File: src/dcec_pkg.sv
// Package: register map, field positions and reset values for the DMA channel event slice
package dcec_pkg;
	localparam logic [11:0] OFF_CON  = 12'h000;
	localparam logic [11:0] OFF_ECON = 12'h004;
	localparam logic [11:0] OFF_INT  = 12'h008;
	localparam logic [11:0] OFF_PTR  = 12'h00C;
	localparam logic [11:0] OFF_SIZE = 12'h010;
	localparam int CON_ON     = 7;
	localparam int CON_AUTO   = 4;
	localparam int CON_EVT    = 2;
	localparam int CON_ACTIVE = 15;
	localparam int ECON_FORCE = 7;
	localparam int ECON_ABORT = 6;
	localparam int ECON_PAT   = 5;
	localparam int ECON_SIEN  = 4;
	localparam int ECON_AIEN  = 3;
	localparam int ECON_SIRQ_LSB = 8;
	localparam int ECON_AIRQ_LSB = 16;
	localparam int INT_IE_LSB = 16;
	localparam logic [7:0] IRQ_SEL_RST = 8'hFF;
	localparam int F_SRC_DONE = 7;
	localparam int F_SRC_HALF = 6;
	localparam int F_DST_DONE = 5;
	localparam int F_DST_HALF = 4;
	localparam int F_BLOCK    = 3;
	localparam int F_CELL     = 2;
	localparam int F_ABORT    = 1;
	localparam int F_ADDR_ERR = 0;
	typedef enum logic [1:0] {
		DCEC_IDLE = 2'b01,
		DCEC_RUN  = 2'b10
	} dcec_state_t;
endpackage : dcec_pkg

File: src/dcec_channel.sv
// DMA channel control, event control and interrupt control slice with APB access
//
// Behaviour
// - Auto-enable set: channel stays on after block completes.
// - Auto-enable clear: channel turns off when block completes.
// - Read-only event flag shows a start or abort event was seen.
// - Two-bit priority field, value equals priority level 0..3.
// - Abort interrupt-number field bits 23:16, resets to all ones.
// - Start interrupt-number field bits 15:8, resets to all ones.
// - Abort stops the transfer and sets the transfer-abort flag.
// - Start-irq enable set: matching interrupt starts a cell transfer; here the transfer runs on to block end, not one cell.
// - Start-irq enable clear: start interrupt ignored.
// - Abort-irq enable set: matching interrupt aborts the transfer.
// - Abort-irq enable clear: abort interrupt ignored.
// - Writing one to force bit starts a transfer; reads zero.
// - Writing one to soft-abort bit aborts; reads zero.
// - Match-abort enable: pattern match aborts and clears channel on.
// - Eight interrupt enables at bits 23:16, reset zero.
// - Eight interrupt flags at bits 7:0, same order, reset zero.
// - Source-done flag when source pointer equals source size.
// - Source half flag when source pointer equals half source size.
// - Unimplemented bits read zero and ignore writes.
// - Destination-done flag when destination pointer equals its size.
// - Destination half flag at half the destination size.
// - Block-complete flag at larger size done or pattern match with match-abort enabled.
// - Cell-complete flag when cell size bytes transferred.
//
// Design decisions made here: the APB slave port and the register addresses.
`timescale 1ns/1ps
module dcec_channel #(
	parameter int IRQ_COUNT = 256
) (
	input  wire logic        pclk,
	input  wire logic        presetn,
	input  wire logic        psel,
	input  wire logic        penable,
	input  wire logic        pwrite,
	input  wire logic [11:0] paddr,
	input  wire logic [31:0] pwdata,
	input  wire logic [3:0]  pstrb,
	output logic      [31:0] prdata,
	output logic             pready,
	output logic             pslverr,
	input  wire logic [IRQ_COUNT-1:0] irq_in,
	input  wire logic        pattern_match,
	input  wire logic        byte_moved,
	input  wire logic        addr_error,
	output logic             xfer_start,
	output logic             xfer_abort,
	output logic             chan_running,
	output logic [1:0]       chan_priority,
	output logic             chan_irq
);
	// Eight-bit selectors can only address a vector of exactly 256 sources
	if (IRQ_COUNT != 256) begin : g_bad_count
		$error("IRQ_COUNT must be 256 for 8-bit selectors");
	end

	logic        chan_on_q, auto_reenable_q, event_seen_q;
	logic [1:0]  prio_q;
	logic [7:0]  abort_irq_select_q, start_irq_select_q;
	logic        match_abort_enable_q, start_irq_enable_q, abort_irq_enable_q;
	logic [7:0]  ie_q, flag_q, flag_d;
	logic [15:0] src_size_q, dst_size_q, cell_size_q;
	logic [15:0] src_pointer_q, dst_pointer_q, cell_cnt_q;
	dcec_pkg::dcec_state_t state_q;

	logic wr, rd_ok, wr_con, wr_econ, wr_int, wr_size, wr_csize;
	assign wr       = psel && penable && pwrite;
	assign wr_con   = wr && paddr == dcec_pkg::OFF_CON;
	assign wr_econ  = wr && paddr == dcec_pkg::OFF_ECON;
	assign wr_int   = wr && paddr == dcec_pkg::OFF_INT;
	assign wr_size  = wr && paddr == dcec_pkg::OFF_SIZE;
	assign wr_csize = wr && paddr == dcec_pkg::OFF_PTR;
	assign rd_ok    = paddr == dcec_pkg::OFF_CON || paddr == dcec_pkg::OFF_ECON ||
	                  paddr == dcec_pkg::OFF_INT || paddr == dcec_pkg::OFF_PTR ||
	                  paddr == dcec_pkg::OFF_SIZE;
	assign pready   = 1'b1;
	assign pslverr  = psel && penable && !rd_ok;

	// Event decode: each selector picks one bit of the interrupt vector
	logic start_evt, abort_evt, running, block_end;
	logic [15:0] big_size;
	assign running   = state_q == dcec_pkg::DCEC_RUN;
	assign start_evt = (start_irq_enable_q && irq_in[start_irq_select_q]) ||
	                   (wr_econ && pstrb[0] && pwdata[dcec_pkg::ECON_FORCE]);
	assign abort_evt = (abort_irq_enable_q && irq_in[abort_irq_select_q]) ||
	                   (wr_econ && pstrb[0] && pwdata[dcec_pkg::ECON_ABORT]) ||
	                   (match_abort_enable_q && pattern_match);
	assign big_size  = (src_size_q > dst_size_q) ? src_size_q : dst_size_q;
	// Both sizes zero means 65536, so the counter wraps onto it
	assign block_end = running && byte_moved && !abort_evt &&
	                   (src_pointer_q + 16'h0001) == big_size;
	assign xfer_start   = start_evt && !abort_evt && chan_on_q && !running;
	assign xfer_abort   = abort_evt && running;
	assign chan_running = running;
	assign chan_priority = prio_q;
	assign chan_irq     = |(flag_q & ie_q);

	always_ff @(posedge pclk or negedge presetn) begin
		if (!presetn) begin
			state_q <= dcec_pkg::DCEC_IDLE;
		end else begin
			unique case (state_q)
				dcec_pkg::DCEC_IDLE: if (xfer_start) state_q <= dcec_pkg::DCEC_RUN;
				dcec_pkg::DCEC_RUN:  if (abort_evt || block_end || !chan_on_q) state_q <= dcec_pkg::DCEC_IDLE;
				default:             state_q <= dcec_pkg::DCEC_IDLE;
			endcase
		end
	end

	always_ff @(posedge pclk or negedge presetn) begin
		if (!presetn) begin
			chan_on_q       <= 1'b0;
			auto_reenable_q <= 1'b0;
			prio_q          <= 2'b00;
		end else begin
			if (wr_con && pstrb[0]) begin
				chan_on_q       <= pwdata[dcec_pkg::CON_ON];
				auto_reenable_q <= pwdata[dcec_pkg::CON_AUTO];
				prio_q          <= pwdata[1:0];
			end
			if (match_abort_enable_q && pattern_match)
				chan_on_q <= 1'b0;
			else if (block_end && !auto_reenable_q)
				chan_on_q <= 1'b0;
			// Auto-enable leaves chan_on_q untouched at block end
		end
	end

	always_ff @(posedge pclk or negedge presetn) begin
		if (!presetn) begin
			event_seen_q <= 1'b0;
		end else if (start_evt || abort_evt) begin
			event_seen_q <= 1'b1;
		end else if (xfer_start || (wr_con && pstrb[0])) begin
			event_seen_q <= 1'b0;
		end
	end

	always_ff @(posedge pclk or negedge presetn) begin
		if (!presetn) begin
			abort_irq_select_q   <= dcec_pkg::IRQ_SEL_RST;
			start_irq_select_q   <= dcec_pkg::IRQ_SEL_RST;
			match_abort_enable_q <= 1'b0;
			start_irq_enable_q   <= 1'b0;
			abort_irq_enable_q   <= 1'b0;
		end else if (wr_econ) begin
			if (pstrb[2]) abort_irq_select_q <= pwdata[dcec_pkg::ECON_AIRQ_LSB +: 8];
			if (pstrb[1]) start_irq_select_q <= pwdata[dcec_pkg::ECON_SIRQ_LSB +: 8];
			if (pstrb[0]) begin
				match_abort_enable_q <= pwdata[dcec_pkg::ECON_PAT];
				start_irq_enable_q   <= pwdata[dcec_pkg::ECON_SIEN];
				abort_irq_enable_q   <= pwdata[dcec_pkg::ECON_AIEN];
			end
		end
	end

	always_ff @(posedge pclk or negedge presetn) begin
		if (!presetn) begin
			src_size_q  <= 16'h0000;
			dst_size_q  <= 16'h0000;
			cell_size_q <= 16'h0001;
		end else begin
			if (wr_size) begin
				src_size_q <= pwdata[15:0];
				dst_size_q <= pwdata[31:16];
			end
			if (wr_csize) cell_size_q <= pwdata[15:0];
		end
	end

	// Pointers count bytes moved; source and destination advance together
	always_ff @(posedge pclk or negedge presetn) begin
		if (!presetn) begin
			src_pointer_q <= 16'h0000;
			dst_pointer_q <= 16'h0000;
			cell_cnt_q    <= 16'h0000;
		end else if (xfer_start && src_pointer_q == 16'h0000) begin
			cell_cnt_q <= 16'h0000;
		end else if (running && (abort_evt || block_end)) begin
			src_pointer_q <= 16'h0000;
			dst_pointer_q <= 16'h0000;
			cell_cnt_q    <= 16'h0000;
		end else if (running && byte_moved) begin
			src_pointer_q <= src_pointer_q + 16'h0001;
			dst_pointer_q <= dst_pointer_q + 16'h0001;
			cell_cnt_q    <= (cell_cnt_q + 16'h0001 == cell_size_q) ? 16'h0000 : cell_cnt_q + 16'h0001;
		end
	end

	logic [15:0] sp_n, dp_n;
	logic [7:0]  hw_set;
	assign sp_n = src_pointer_q + 16'h0001;
	assign dp_n = dst_pointer_q + 16'h0001;
	always_comb begin
		hw_set = 8'h00;
		if (running && byte_moved && !abort_evt) begin
			hw_set[dcec_pkg::F_SRC_DONE] = sp_n == src_size_q;
			hw_set[dcec_pkg::F_SRC_HALF] = sp_n == {1'b0, src_size_q[15:1]};
			hw_set[dcec_pkg::F_DST_DONE] = dp_n == dst_size_q;
			hw_set[dcec_pkg::F_DST_HALF] = dp_n == {1'b0, dst_size_q[15:1]};
			hw_set[dcec_pkg::F_CELL]     = cell_cnt_q + 16'h0001 == cell_size_q;
		end
		hw_set[dcec_pkg::F_BLOCK]    = block_end || (match_abort_enable_q && pattern_match);
		hw_set[dcec_pkg::F_ABORT]    = xfer_abort;
		hw_set[dcec_pkg::F_ADDR_ERR] = addr_error && running;
	end

	always_comb begin
		flag_d = flag_q;
		if (wr_int && pstrb[0])
			flag_d = pwdata[7:0];
		flag_d = flag_d | hw_set;
	end

	always_ff @(posedge pclk or negedge presetn) begin
		if (!presetn) begin
			flag_q <= 8'h00;
			ie_q   <= 8'h00;
		end else begin
			flag_q <= flag_d;
			if (wr_int && pstrb[2])
				ie_q <= pwdata[dcec_pkg::INT_IE_LSB +: 8];
		end
	end

	always_ff @(posedge pclk or negedge presetn) begin
		if (!presetn) begin
			prdata <= 32'h0000_0000;
		end else if (psel && !penable && !pwrite) begin
			unique case (paddr)
				dcec_pkg::OFF_CON: prdata <= {16'h0000, running, 7'h00, chan_on_q, 2'b00,
				                              auto_reenable_q, 1'b0, event_seen_q, prio_q};
				dcec_pkg::OFF_ECON: prdata <= {8'h00, abort_irq_select_q, start_irq_select_q, 2'b00,
				                               match_abort_enable_q, start_irq_enable_q, abort_irq_enable_q, 3'b000};
				dcec_pkg::OFF_INT:  prdata <= {8'h00, ie_q, 8'h00, flag_q};
				dcec_pkg::OFF_PTR:  prdata <= {src_pointer_q, cell_size_q};
				dcec_pkg::OFF_SIZE: prdata <= {dst_size_q, src_size_q};
				default:            prdata <= 32'h0000_0000;
			endcase
		end
	end

	// Next-count compare shared by the flag checks below
	function automatic logic dcec_at(input logic [15:0] cnt, input logic [15:0] mark);
		return (cnt + 16'h0001) == mark;
	endfunction : dcec_at

	// Flags and state must follow each event on the very next edge
	a_flag_hold: assert property (@(posedge pclk) disable iff (!presetn)
		(hw_set != 8'h00) |=> ((flag_q & $past(hw_set)) == $past(hw_set)))
		else $error("hardware flag set lost");
	a_flag_clear: assert property (@(posedge pclk) disable iff (!presetn)
		(wr_int && pstrb[0] && hw_set == 8'h00) |=> flag_q == $past(pwdata[7:0]))
		else $error("flag write not taken");
	a_irq_out: assert property (@(posedge pclk) disable iff (!presetn)
		((|(hw_set & ie_q)) && !wr_int) |=> chan_irq)
		else $error("interrupt output missing");
	a_ie_write: assert property (@(posedge pclk) disable iff (!presetn)
		(wr_int && pstrb[2]) |=> ie_q == $past(pwdata[23:16]))
		else $error("enable write not taken");
	a_abort_flag: assert property (@(posedge pclk) disable iff (!presetn)
		xfer_abort |=> flag_q[dcec_pkg::F_ABORT] && !running)
		else $error("abort did not stop channel");
	a_ptr_clear: assert property (@(posedge pclk) disable iff (!presetn)
		(running && abort_evt) |=> src_pointer_q == 16'h0000)
		else $error("pointer kept after abort");
	a_block_off: assert property (@(posedge pclk) disable iff (!presetn)
		(block_end && !auto_reenable_q && !wr_con) |=> !chan_on_q)
		else $error("channel stayed on");
	a_block_auto: assert property (@(posedge pclk) disable iff (!presetn)
		(block_end && auto_reenable_q && chan_on_q && !wr_con && !pattern_match) |=> chan_on_q)
		else $error("auto enable lost");
	a_block_flag: assert property (@(posedge pclk) disable iff (!presetn)
		block_end |=> flag_q[dcec_pkg::F_BLOCK] && !running)
		else $error("block end not flagged");
	a_start_gate: assert property (@(posedge pclk) disable iff (!presetn)
		(!start_irq_enable_q && !wr_econ) |-> !start_evt)
		else $error("start ignored enable");
	a_start_run: assert property (@(posedge pclk) disable iff (!presetn)
		xfer_start |=> running)
		else $error("start did not run");
	a_force_run: assert property (@(posedge pclk) disable iff (!presetn)
		(wr_econ && pstrb[0] && pwdata[dcec_pkg::ECON_FORCE] && chan_on_q && !running && !abort_evt) |=> running)
		else $error("forced start lost");
	a_abort_gate: assert property (@(posedge pclk) disable iff (!presetn)
		(!abort_irq_enable_q && !wr_econ && !match_abort_enable_q) |-> !abort_evt)
		else $error("abort ignored enable");
	a_soft_abort: assert property (@(posedge pclk) disable iff (!presetn)
		(running && wr_econ && pstrb[0] && pwdata[dcec_pkg::ECON_ABORT]) |=> !running)
		else $error("soft abort ignored");
	a_match_off: assert property (@(posedge pclk) disable iff (!presetn)
		(match_abort_enable_q && pattern_match) |=> !chan_on_q)
		else $error("match left channel on");
	a_off_stops: assert property (@(posedge pclk) disable iff (!presetn)
		(running && !chan_on_q) |=> !running)
		else $error("suspend did not stop");
	a_event_seen: assert property (@(posedge pclk) disable iff (!presetn)
		(start_evt || abort_evt) |=> event_seen_q)
		else $error("event flag not set");
	a_prio_out: assert property (@(posedge pclk) disable iff (!presetn)
		(wr_con && pstrb[0]) |=> chan_priority == $past(pwdata[1:0]))
		else $error("priority not taken");
	a_asel_write: assert property (@(posedge pclk) disable iff (!presetn)
		(wr_econ && pstrb[2]) |=> abort_irq_select_q == $past(pwdata[23:16]))
		else $error("abort select not taken");
	a_ssel_write: assert property (@(posedge pclk) disable iff (!presetn)
		(wr_econ && pstrb[1]) |=> start_irq_select_q == $past(pwdata[15:8]))
		else $error("start select not taken");
	// Pointer compares use the incremented count (count plus one), as the flag logic does
	a_src_done: assert property (@(posedge pclk) disable iff (!presetn)
		(running && byte_moved && !abort_evt && dcec_at(src_pointer_q, src_size_q)) |=> flag_q[dcec_pkg::F_SRC_DONE])
		else $error("source done missing");
	a_src_half: assert property (@(posedge pclk) disable iff (!presetn)
		(running && byte_moved && !abort_evt && dcec_at(src_pointer_q, {1'b0, src_size_q[15:1]}))
		|=> flag_q[dcec_pkg::F_SRC_HALF])
		else $error("source half missing");
	a_dst_done: assert property (@(posedge pclk) disable iff (!presetn)
		(running && byte_moved && !abort_evt && dcec_at(dst_pointer_q, dst_size_q)) |=> flag_q[dcec_pkg::F_DST_DONE])
		else $error("destination done missing");
	a_dst_half: assert property (@(posedge pclk) disable iff (!presetn)
		(running && byte_moved && !abort_evt && dcec_at(dst_pointer_q, {1'b0, dst_size_q[15:1]}))
		|=> flag_q[dcec_pkg::F_DST_HALF])
		else $error("destination half missing");
	a_cell_done: assert property (@(posedge pclk) disable iff (!presetn)
		(running && byte_moved && !abort_evt && dcec_at(cell_cnt_q, cell_size_q)) |=> flag_q[dcec_pkg::F_CELL])
		else $error("cell done missing");
	a_econ_read: assert property (@(posedge pclk) disable iff (!presetn)
		(psel && !penable && !pwrite && paddr == dcec_pkg::OFF_ECON) |=> prdata[7:6] == 2'b00 && prdata[31:24] == 8'h00)
		else $error("settable bits read nonzero");
	a_con_read: assert property (@(posedge pclk) disable iff (!presetn)
		(psel && !penable && !pwrite && paddr == dcec_pkg::OFF_CON) |=> prdata[31:16] == 16'h0000 && prdata[3] == 1'b0)
		else $error("control spare bits nonzero");
	a_int_read: assert property (@(posedge pclk) disable iff (!presetn)
		(psel && !penable && !pwrite && paddr == dcec_pkg::OFF_INT) |=> prdata[31:24] == 8'h00 && prdata[15:8] == 8'h00)
		else $error("interrupt spare bits nonzero");

	c_start: cover property (@(posedge pclk) disable iff (!presetn) xfer_start);
	c_block: cover property (@(posedge pclk) disable iff (!presetn) block_end);
	c_abort: cover property (@(posedge pclk) disable iff (!presetn) xfer_abort);
	c_set_clear: cover property (@(posedge pclk) disable iff (!presetn) wr_int && hw_set != 8'h00);
	c_auto: cover property (@(posedge pclk) disable iff (!presetn) block_end && auto_reenable_q);
endmodule : dcec_channel

File: config.mk
export PLATFORM = sky130hd
export DESIGN_NAME = dcec_channel
export DESIGN_NICKNAME = d
export VERILOG_FILES = /design/src/dcec_pkg.sv /design/src/dcec_channel.sv
export SDC_FILE = /design/constraint.sdc
export NUM_CORES = 1
export LEC_CHECK = 0
export BUFFER_PORTS_ARGS = -buffer_cell sky130_fd_sc_hd__buf_2
export CAP_MARGIN = 5
export CORE_UTILIZATION = 45
export DETAILED_ROUTE_END_ITERATION = 16
export GPL_ROUTABILITY_DRIVEN = 0
export GPL_TIMING_DRIVEN = 1
export HOLD_SLACK_MARGIN = 0.08
export PLACE_DENSITY = 0.69
export SYNTH_ARGS = -nofsm -noshare
export SYNTH_HDL_FRONTEND = slang
export SYNTH_SLANG_ARGS = --single-unit
export TNS_END_PERCENT = 1
File: constraint.sdc
create_clock -name pclk -period 4.5 [get_ports pclk]
set_input_delay 0.675 -clock pclk [delete_from_list [all_inputs] [get_ports pclk]]
set_output_delay 0.675 -clock pclk [all_outputs]
set_load 0.03 [all_outputs]
Yosys cells after proc, flatten, opt, wreduce, memory -nomap -nowiden
Index checks and enable logic that the tools add are counted.
{ "totals": {"out_inout_bits": 40, "reg_bits": 170, "wordCells": 128} }
{ "classes": {"mux": 25, "bitwise": 3, "add_sub_neg": 3, "order_cmp": 3, "reduce_logical": 61, "eq_ne": 14} }
{ "op_table": {"columns": ["op", "n"], "rows": [
  ["32-bit case mux with 5 select lines", 1],
  ["16-bit two-way mux", 9],
  ["16-bit == test", 4],
  ["16-bit by 1-bit adder with 16-bit output, second input constant", 3],
  ["16-bit by 15-bit == test with 1-bit output", 2],
  ["1-bit logical AND", 30],
  ["12-bit by 4-bit == test with 1-bit output, second input constant", 2],
  ["8-bit by 9-bit < comparator with 1-bit output, second input constant", 2],
  ["1-bit binary-select mux with 8-bit select", 2],
  ["16-bit greater-than comparator", 1],
  ["16-bit zero test", 1],
  ["12-bit by 3-bit == test with 1-bit output, second input constant", 1],
  ["12-bit by 5-bit == test with 1-bit output, second input constant", 1],
  ["12-bit zero test", 1],
  ["1-bit logical OR", 12],
  ["2-bit AND reduction", 5],
  ["8-bit AND", 1],
  ["1-bit two-way mux", 8],
  ["8-bit two-way mux", 1],
  ["8-bit bitwise OR", 1],
  ["8-bit OR reduction", 1],
  ["1-bit zero test", 7],
  ["3-bit nonzero test", 2],
  ["2-bit two-way mux", 2],
  ["other kinds (8)", 9]
]} }

Longest topological paths before layout
{ "depth": {"word_depth": 14, "mapped_depth": 16, "ltp_nobuf": 12} }

Least setup slack after synthesis
No wires, ideal clock.
{ "synth_path": {"kind": "flip-flop to output port", "startpoint": "register abort_irq_select_q[0]", "endpoint": "output xfer_start", "stages_incl_launch_ff": 11, "arrival_ns": 2.971, "slack_ns": 0.854, "path_buffers": 3, "cell_sequence": "dfstp_2 buf_6 buf_6 buf_6 mux4_2 a211o_1 a2111oi_0 nor4_1 a211oi_4 nand4_2 inv_1"} }
{ "synth_between": {"elab_chain_cells": 9} }
{ "synth_lines": {"columns": ["item", "line", "text"], "rows": [
  ["start, declared", "dcec_channel.sv:61", "logic [7:0] abort_irq_select_q, start_irq_select_q;"],
  ["start signal, assigned", "dcec_channel.sv:143", "abort_irq_select_q <= dcec_pkg::IRQ_SEL_RST;"],
  ["start signal, assigned", "dcec_channel.sv:149", "if (pstrb[2]) abort_irq_select_q <= pwdata[dcec_pkg::ECON_AIRQ_LSB +: 8];"],
  ["1-bit binary-select mux with 8-bit select", "dcec_channel.sv:87", "assign abort_evt = (abort_irq_enable_q && irq_in[abort_irq_select_q]) ||"],
  ["1-bit two-way mux (implied by the code)", "dcec_channel.sv:87", null],
  ["1-bit logical AND", "dcec_channel.sv:87", null],
  ["1-bit logical OR", "dcec_channel.sv:87", null],
  ["1-bit logical OR", "dcec_channel.sv:88", "(wr_econ && pstrb[0] && pwdata[dcec_pkg::ECON_ABORT]) ||"],
  ["1-bit zero test", "dcec_channel.sv:94", "assign xfer_start = start_evt && !abort_evt && chan_on_q && !running;"],
  ["1-bit logical AND (3 in series)", "dcec_channel.sv:94", null],
  ["end, declared", "dcec_channel.sv:48", "output logic xfer_start,"]
]} }
Every way passes these cells. The select of a mux whose other input is x is not followed.

Worst setup path after layout
{ "layout_path": {"startpoint": "register abort_irq_select_q[1]", "endpoint": "output xfer_abort"} }
{ "layout_between": {"elab_chain_cells": 6} }
{ "layout_lines": {"columns": ["item", "line", "text"], "rows": [
  ["1-bit binary-select mux with 8-bit select", "dcec_channel.sv:87", null],
  ["1-bit two-way mux (implied by the code)", "dcec_channel.sv:87", null],
  ["1-bit logical AND", "dcec_channel.sv:87", null],
  ["1-bit logical OR", "dcec_channel.sv:87", null],
  ["1-bit logical OR", "dcec_channel.sv:88", null],
  ["1-bit logical AND", "dcec_channel.sv:95", "assign xfer_abort = abort_evt && running;"],
  ["end, declared", "dcec_channel.sv:49", "output logic xfer_abort,"]
]} }
Every way passes these cells. The select of a mux whose other input is x is not followed.

==> run metrics <==
status finished clean; cell area after technology mapping 14,500 µm²; Starting Density 45.9%; cell family contributing the most delay on the critical path simple AND/OR/NAND/NOR gates; endpoints failing setup 0; Slowest-stage cell, CP sky130_fd_sc_hd__dfstp_2; max-slew violations 0; Post-Syn Instances roughly 1,400; filler instances 2,783; number of port buffers about 350; CTS tree done; most frequent cells after synthesis 152 x sky130_fd_sc_hd__dfrtp_1, 138 x sky130_fd_sc_hd__nand2_1, 109 x sky130_fd_sc_hd__mux4_2; count of maximum capacitance violations 0; critical path endpoint category output pin; average cell area after synthesis ~10 µm²; top cell type's share of synthesized area 26.2%; wire length per cell after detailed routing between 20 and 30 µm; horizontal extent of the die 182 µm; register area share after synthesis 29.4%; DRC violations left 0; Std-Cell Core Area between 30,000 and 40,000 µm²; wire length of the first global-routing pass around 84 mm; clock tree buffer depth 2; type of the tightest min-delay check in2async; NumNets Final about 2,100; cell at the root of the clock tree sky130_fd_sc_hd__clkbuf_16; CP Class reg2out; number of sinks on the clock net 170; leakage 7.53 nW; Setup crit start kind register; Post-Synthesis Net Count about 1,800; CP Max Fanout 20; Final Hold Violating Endpoints 0; CP Data Required Time approximately 3.8 ns; Pwr per Cell Area approximately 200 nW/µm²; placed cell count 2,132; overall routing resource usage 33.7%; cts bufs inserted 17; final standard cell count with taps included and fillers excluded 2,179; total detailed-routing wirelength 55.2 mm; Top-Level Pins around 350; worst setup path startpoint abort_irq_select_q[1]; number of synthesis warnings 0; asr flop ratio synth 100%; largest area contributor in the synthesized netlist sky130_fd_sc_hd__dfrtp_1; headroom to the max-slew limit approximately 24%; share of layout cells above drive strength 1 between 30% and 40%; clock-pin slew on the worst setup and hold paths 0.07 ns; deepest level of the CTS H-tree 4; EDFF count, synth 0; Clock Latency Late Sink 0.45 ns; final setup TNS 0 ns; area used by sequential logic in the layout 4290 µm²; number of optimization iterations in the first detailed-route pass 8; multi-input combinational cell area just under 10,000 µm²; Post-Route Hold Slack approximately 0.33 ns; Remaining Overflow, GRT 0; flops & latches, synth 170; Chip Height 182 µm; number of vias per cell after detailed routing about 6.5; Worst-Margin Slew roughly 1.1 ns; worst path cell trace nor2b_1 > nand2_1 > and3_1 > a211o_1 > nor4_1 > a211oi_4 > buf_4 > nor2_1 > buf_2; Finished Core Util 55.2%; number of different library cells in the post-synthesis netlist around 80; die outline area between 30,000 and 40,000 µm²; RR Startpoint dst_size_q[10]; Max Clock Freq approximately 230 MHz; setup repair after global routing missed its margin false; cell row count 65; clock skew after layout approximately 0.0094 ns; cell types occupying the most area after synthesis sky130_fd_sc_hd__dfrtp_1 26%, sky130_fd_sc_hd__mux4_2 17%, sky130_fd_sc_hd__mux2_2 7.5%; most used standard cell by instance count after synthesis sky130_fd_sc_hd__dfrtp_1; count of antenna-violating nets left after detailed routing 0; data arrival time of the critical path 3.67 ns; minimum clock period about 4.3 ns; initial DRC count 1,388; delay of the slowest cell on the worst path between 0.8 and 0.9 ns; Buf/Inv on CP 2; HPWL reported at the end of detailed placement 43.5 mm; routed vias roughly 14,000; largest net degree at the start of global routing 94; Final period util between 90% and 100%; top flip-flop cell by instance count after synthesis sky130_fd_sc_hd__dfrtp_1; IR drop worst, VDD 229 µV; number of antenna violations at the first check in global routing 13; via count of the first global-routing pass ~14,000; area added between synthesis and finish 20.3%
==> cells in the final DEF (no fill, tap or decap), drive strengths merged, types with 17 or more instances in the layout <==
cell,count
xor2,33
nor4,37
nor2,46
inv,39
dfrtp,152
buf,405
clkbuf,18
a21oi,34
mux2i,49
a22oi,37
xnor2,71
nand2,138
nor3,28
and2,18
ha,20
nand4,19
nand3,57
o22ai,17
dfstp,18
mux2,97
mux4,109
nor2b,25
o21ai,89
==> state kept, by name, indices dropped and copies added (netlist names) <==
| signal | count |
|---|---|
| state_q | 2 |
| chan_priority | 2 |
| prdata | 32 |
| event_seen_q | 1 |
| dst_size_q | 16 |
| start_irq_enable_q | 1 |
| flag_q | 8 |
| src_size_q | 16 |
| auto_reenable_q | 1 |
| ie_q | 8 |
| abort_irq_select_q | 8 |
| cell_cnt_q | 16 |
| chan_on_q | 1 |
| match_abort_enable_q | 1 |
| start_irq_select_q | 8 |
| abort_irq_enable_q | 1 |
| cell_size_q | 16 |
| dst_pointer_q | 16 |
| src_pointer_q | 16 |
==> repair_timing <==
item / 4_1_cts / 5_1_grt
endpoints found under the setup margin: 2 / 5
hold buffers: 0 / 0
hold endpoints to repair: 0 / 0
pin swaps: 1 / 1
buffers inserted: 2 / 2
gates resized for setup: 4 / 1
gates cloned: 0 / 0
==> logic make-up (layout without fill, tap and decap cells) <==
group / count (synthesis) / after routing / synth area share [%]
simple gates: 434 / 434 / 15.4
compound gates: 309 / 309 / 14.7
mux: 255 / 255 / 27.8
flops: 170 / 170 / 29.4
buf+inv: 141 / 471 / 4.32
xor+xnor: 106 / 106 / 6.58
fa+ha+maj: 20 / 20 / 1.72
other cells: 1 / 12 / 0.0258
==> path summary, 6_finish.rpt <==
path | slack, ns | to | cells past startpoint
min | 0.33 | prdata[25] | 1
min reg2reg | 0.48 | prdata[26] | 2
min in group pclk | 0.44 | flag_q[0] | 3
max reg2reg | 0.38 | dst_pointer_q[13] | 13
max in group asynchronous | 3.19 | start_irq_select_q[5] | 2
max | 0.15 | xfer_abort | 9
==> routing by layer <==
metal	track usage, %	vias up	share of wire (%)
li1	-	6195	-
met4	21.9	0	6.7
met2	57.6	892	49
met1	38.8	6938	36
met5	0	-	0
met3	6.28	205	8.2
==> layout make-up <==
| class | instances | share of cell area [%] |
|---|---|---|
| Multi-Input combinational cell | 1125 | 55.2 |
| Sequential cell | 170 | 24.6 |
| Timing Repair Buffer | 405 | 13.1 |
| Tap cell | 402 | 2.88 |
| Clock buffer | 18 | 2.51 |
| Clock inverter | 14 | 0.902 |
| Inverter | 34 | 0.730 |
| Antenna cell | 11 | 0.158 |
==> stage by stage <==
step	power, mW	setup WS (ns)	instance area, µm²
after detailed placement	1.94	0.172	16800
after global placement	1.94	0.214	16800
after floorplan	1.69	0.854	14500
after CTS	3.46	0.0219	17400
after global routing	3.55	0.0293	17500
final	3.46	0.152	17500
==> power breakdown <==
group	internal, mW	leakage [nW]	total (mW)	switching (mW)
combinational	0.191	5.01	0.389	0.197
clock	0.846	0.290	1.54	0.691
sequential	1.53	2.23	1.53	0.00289
total	2.57	7.53	3.46	0.891
Power figures use the tool's default switching activity.
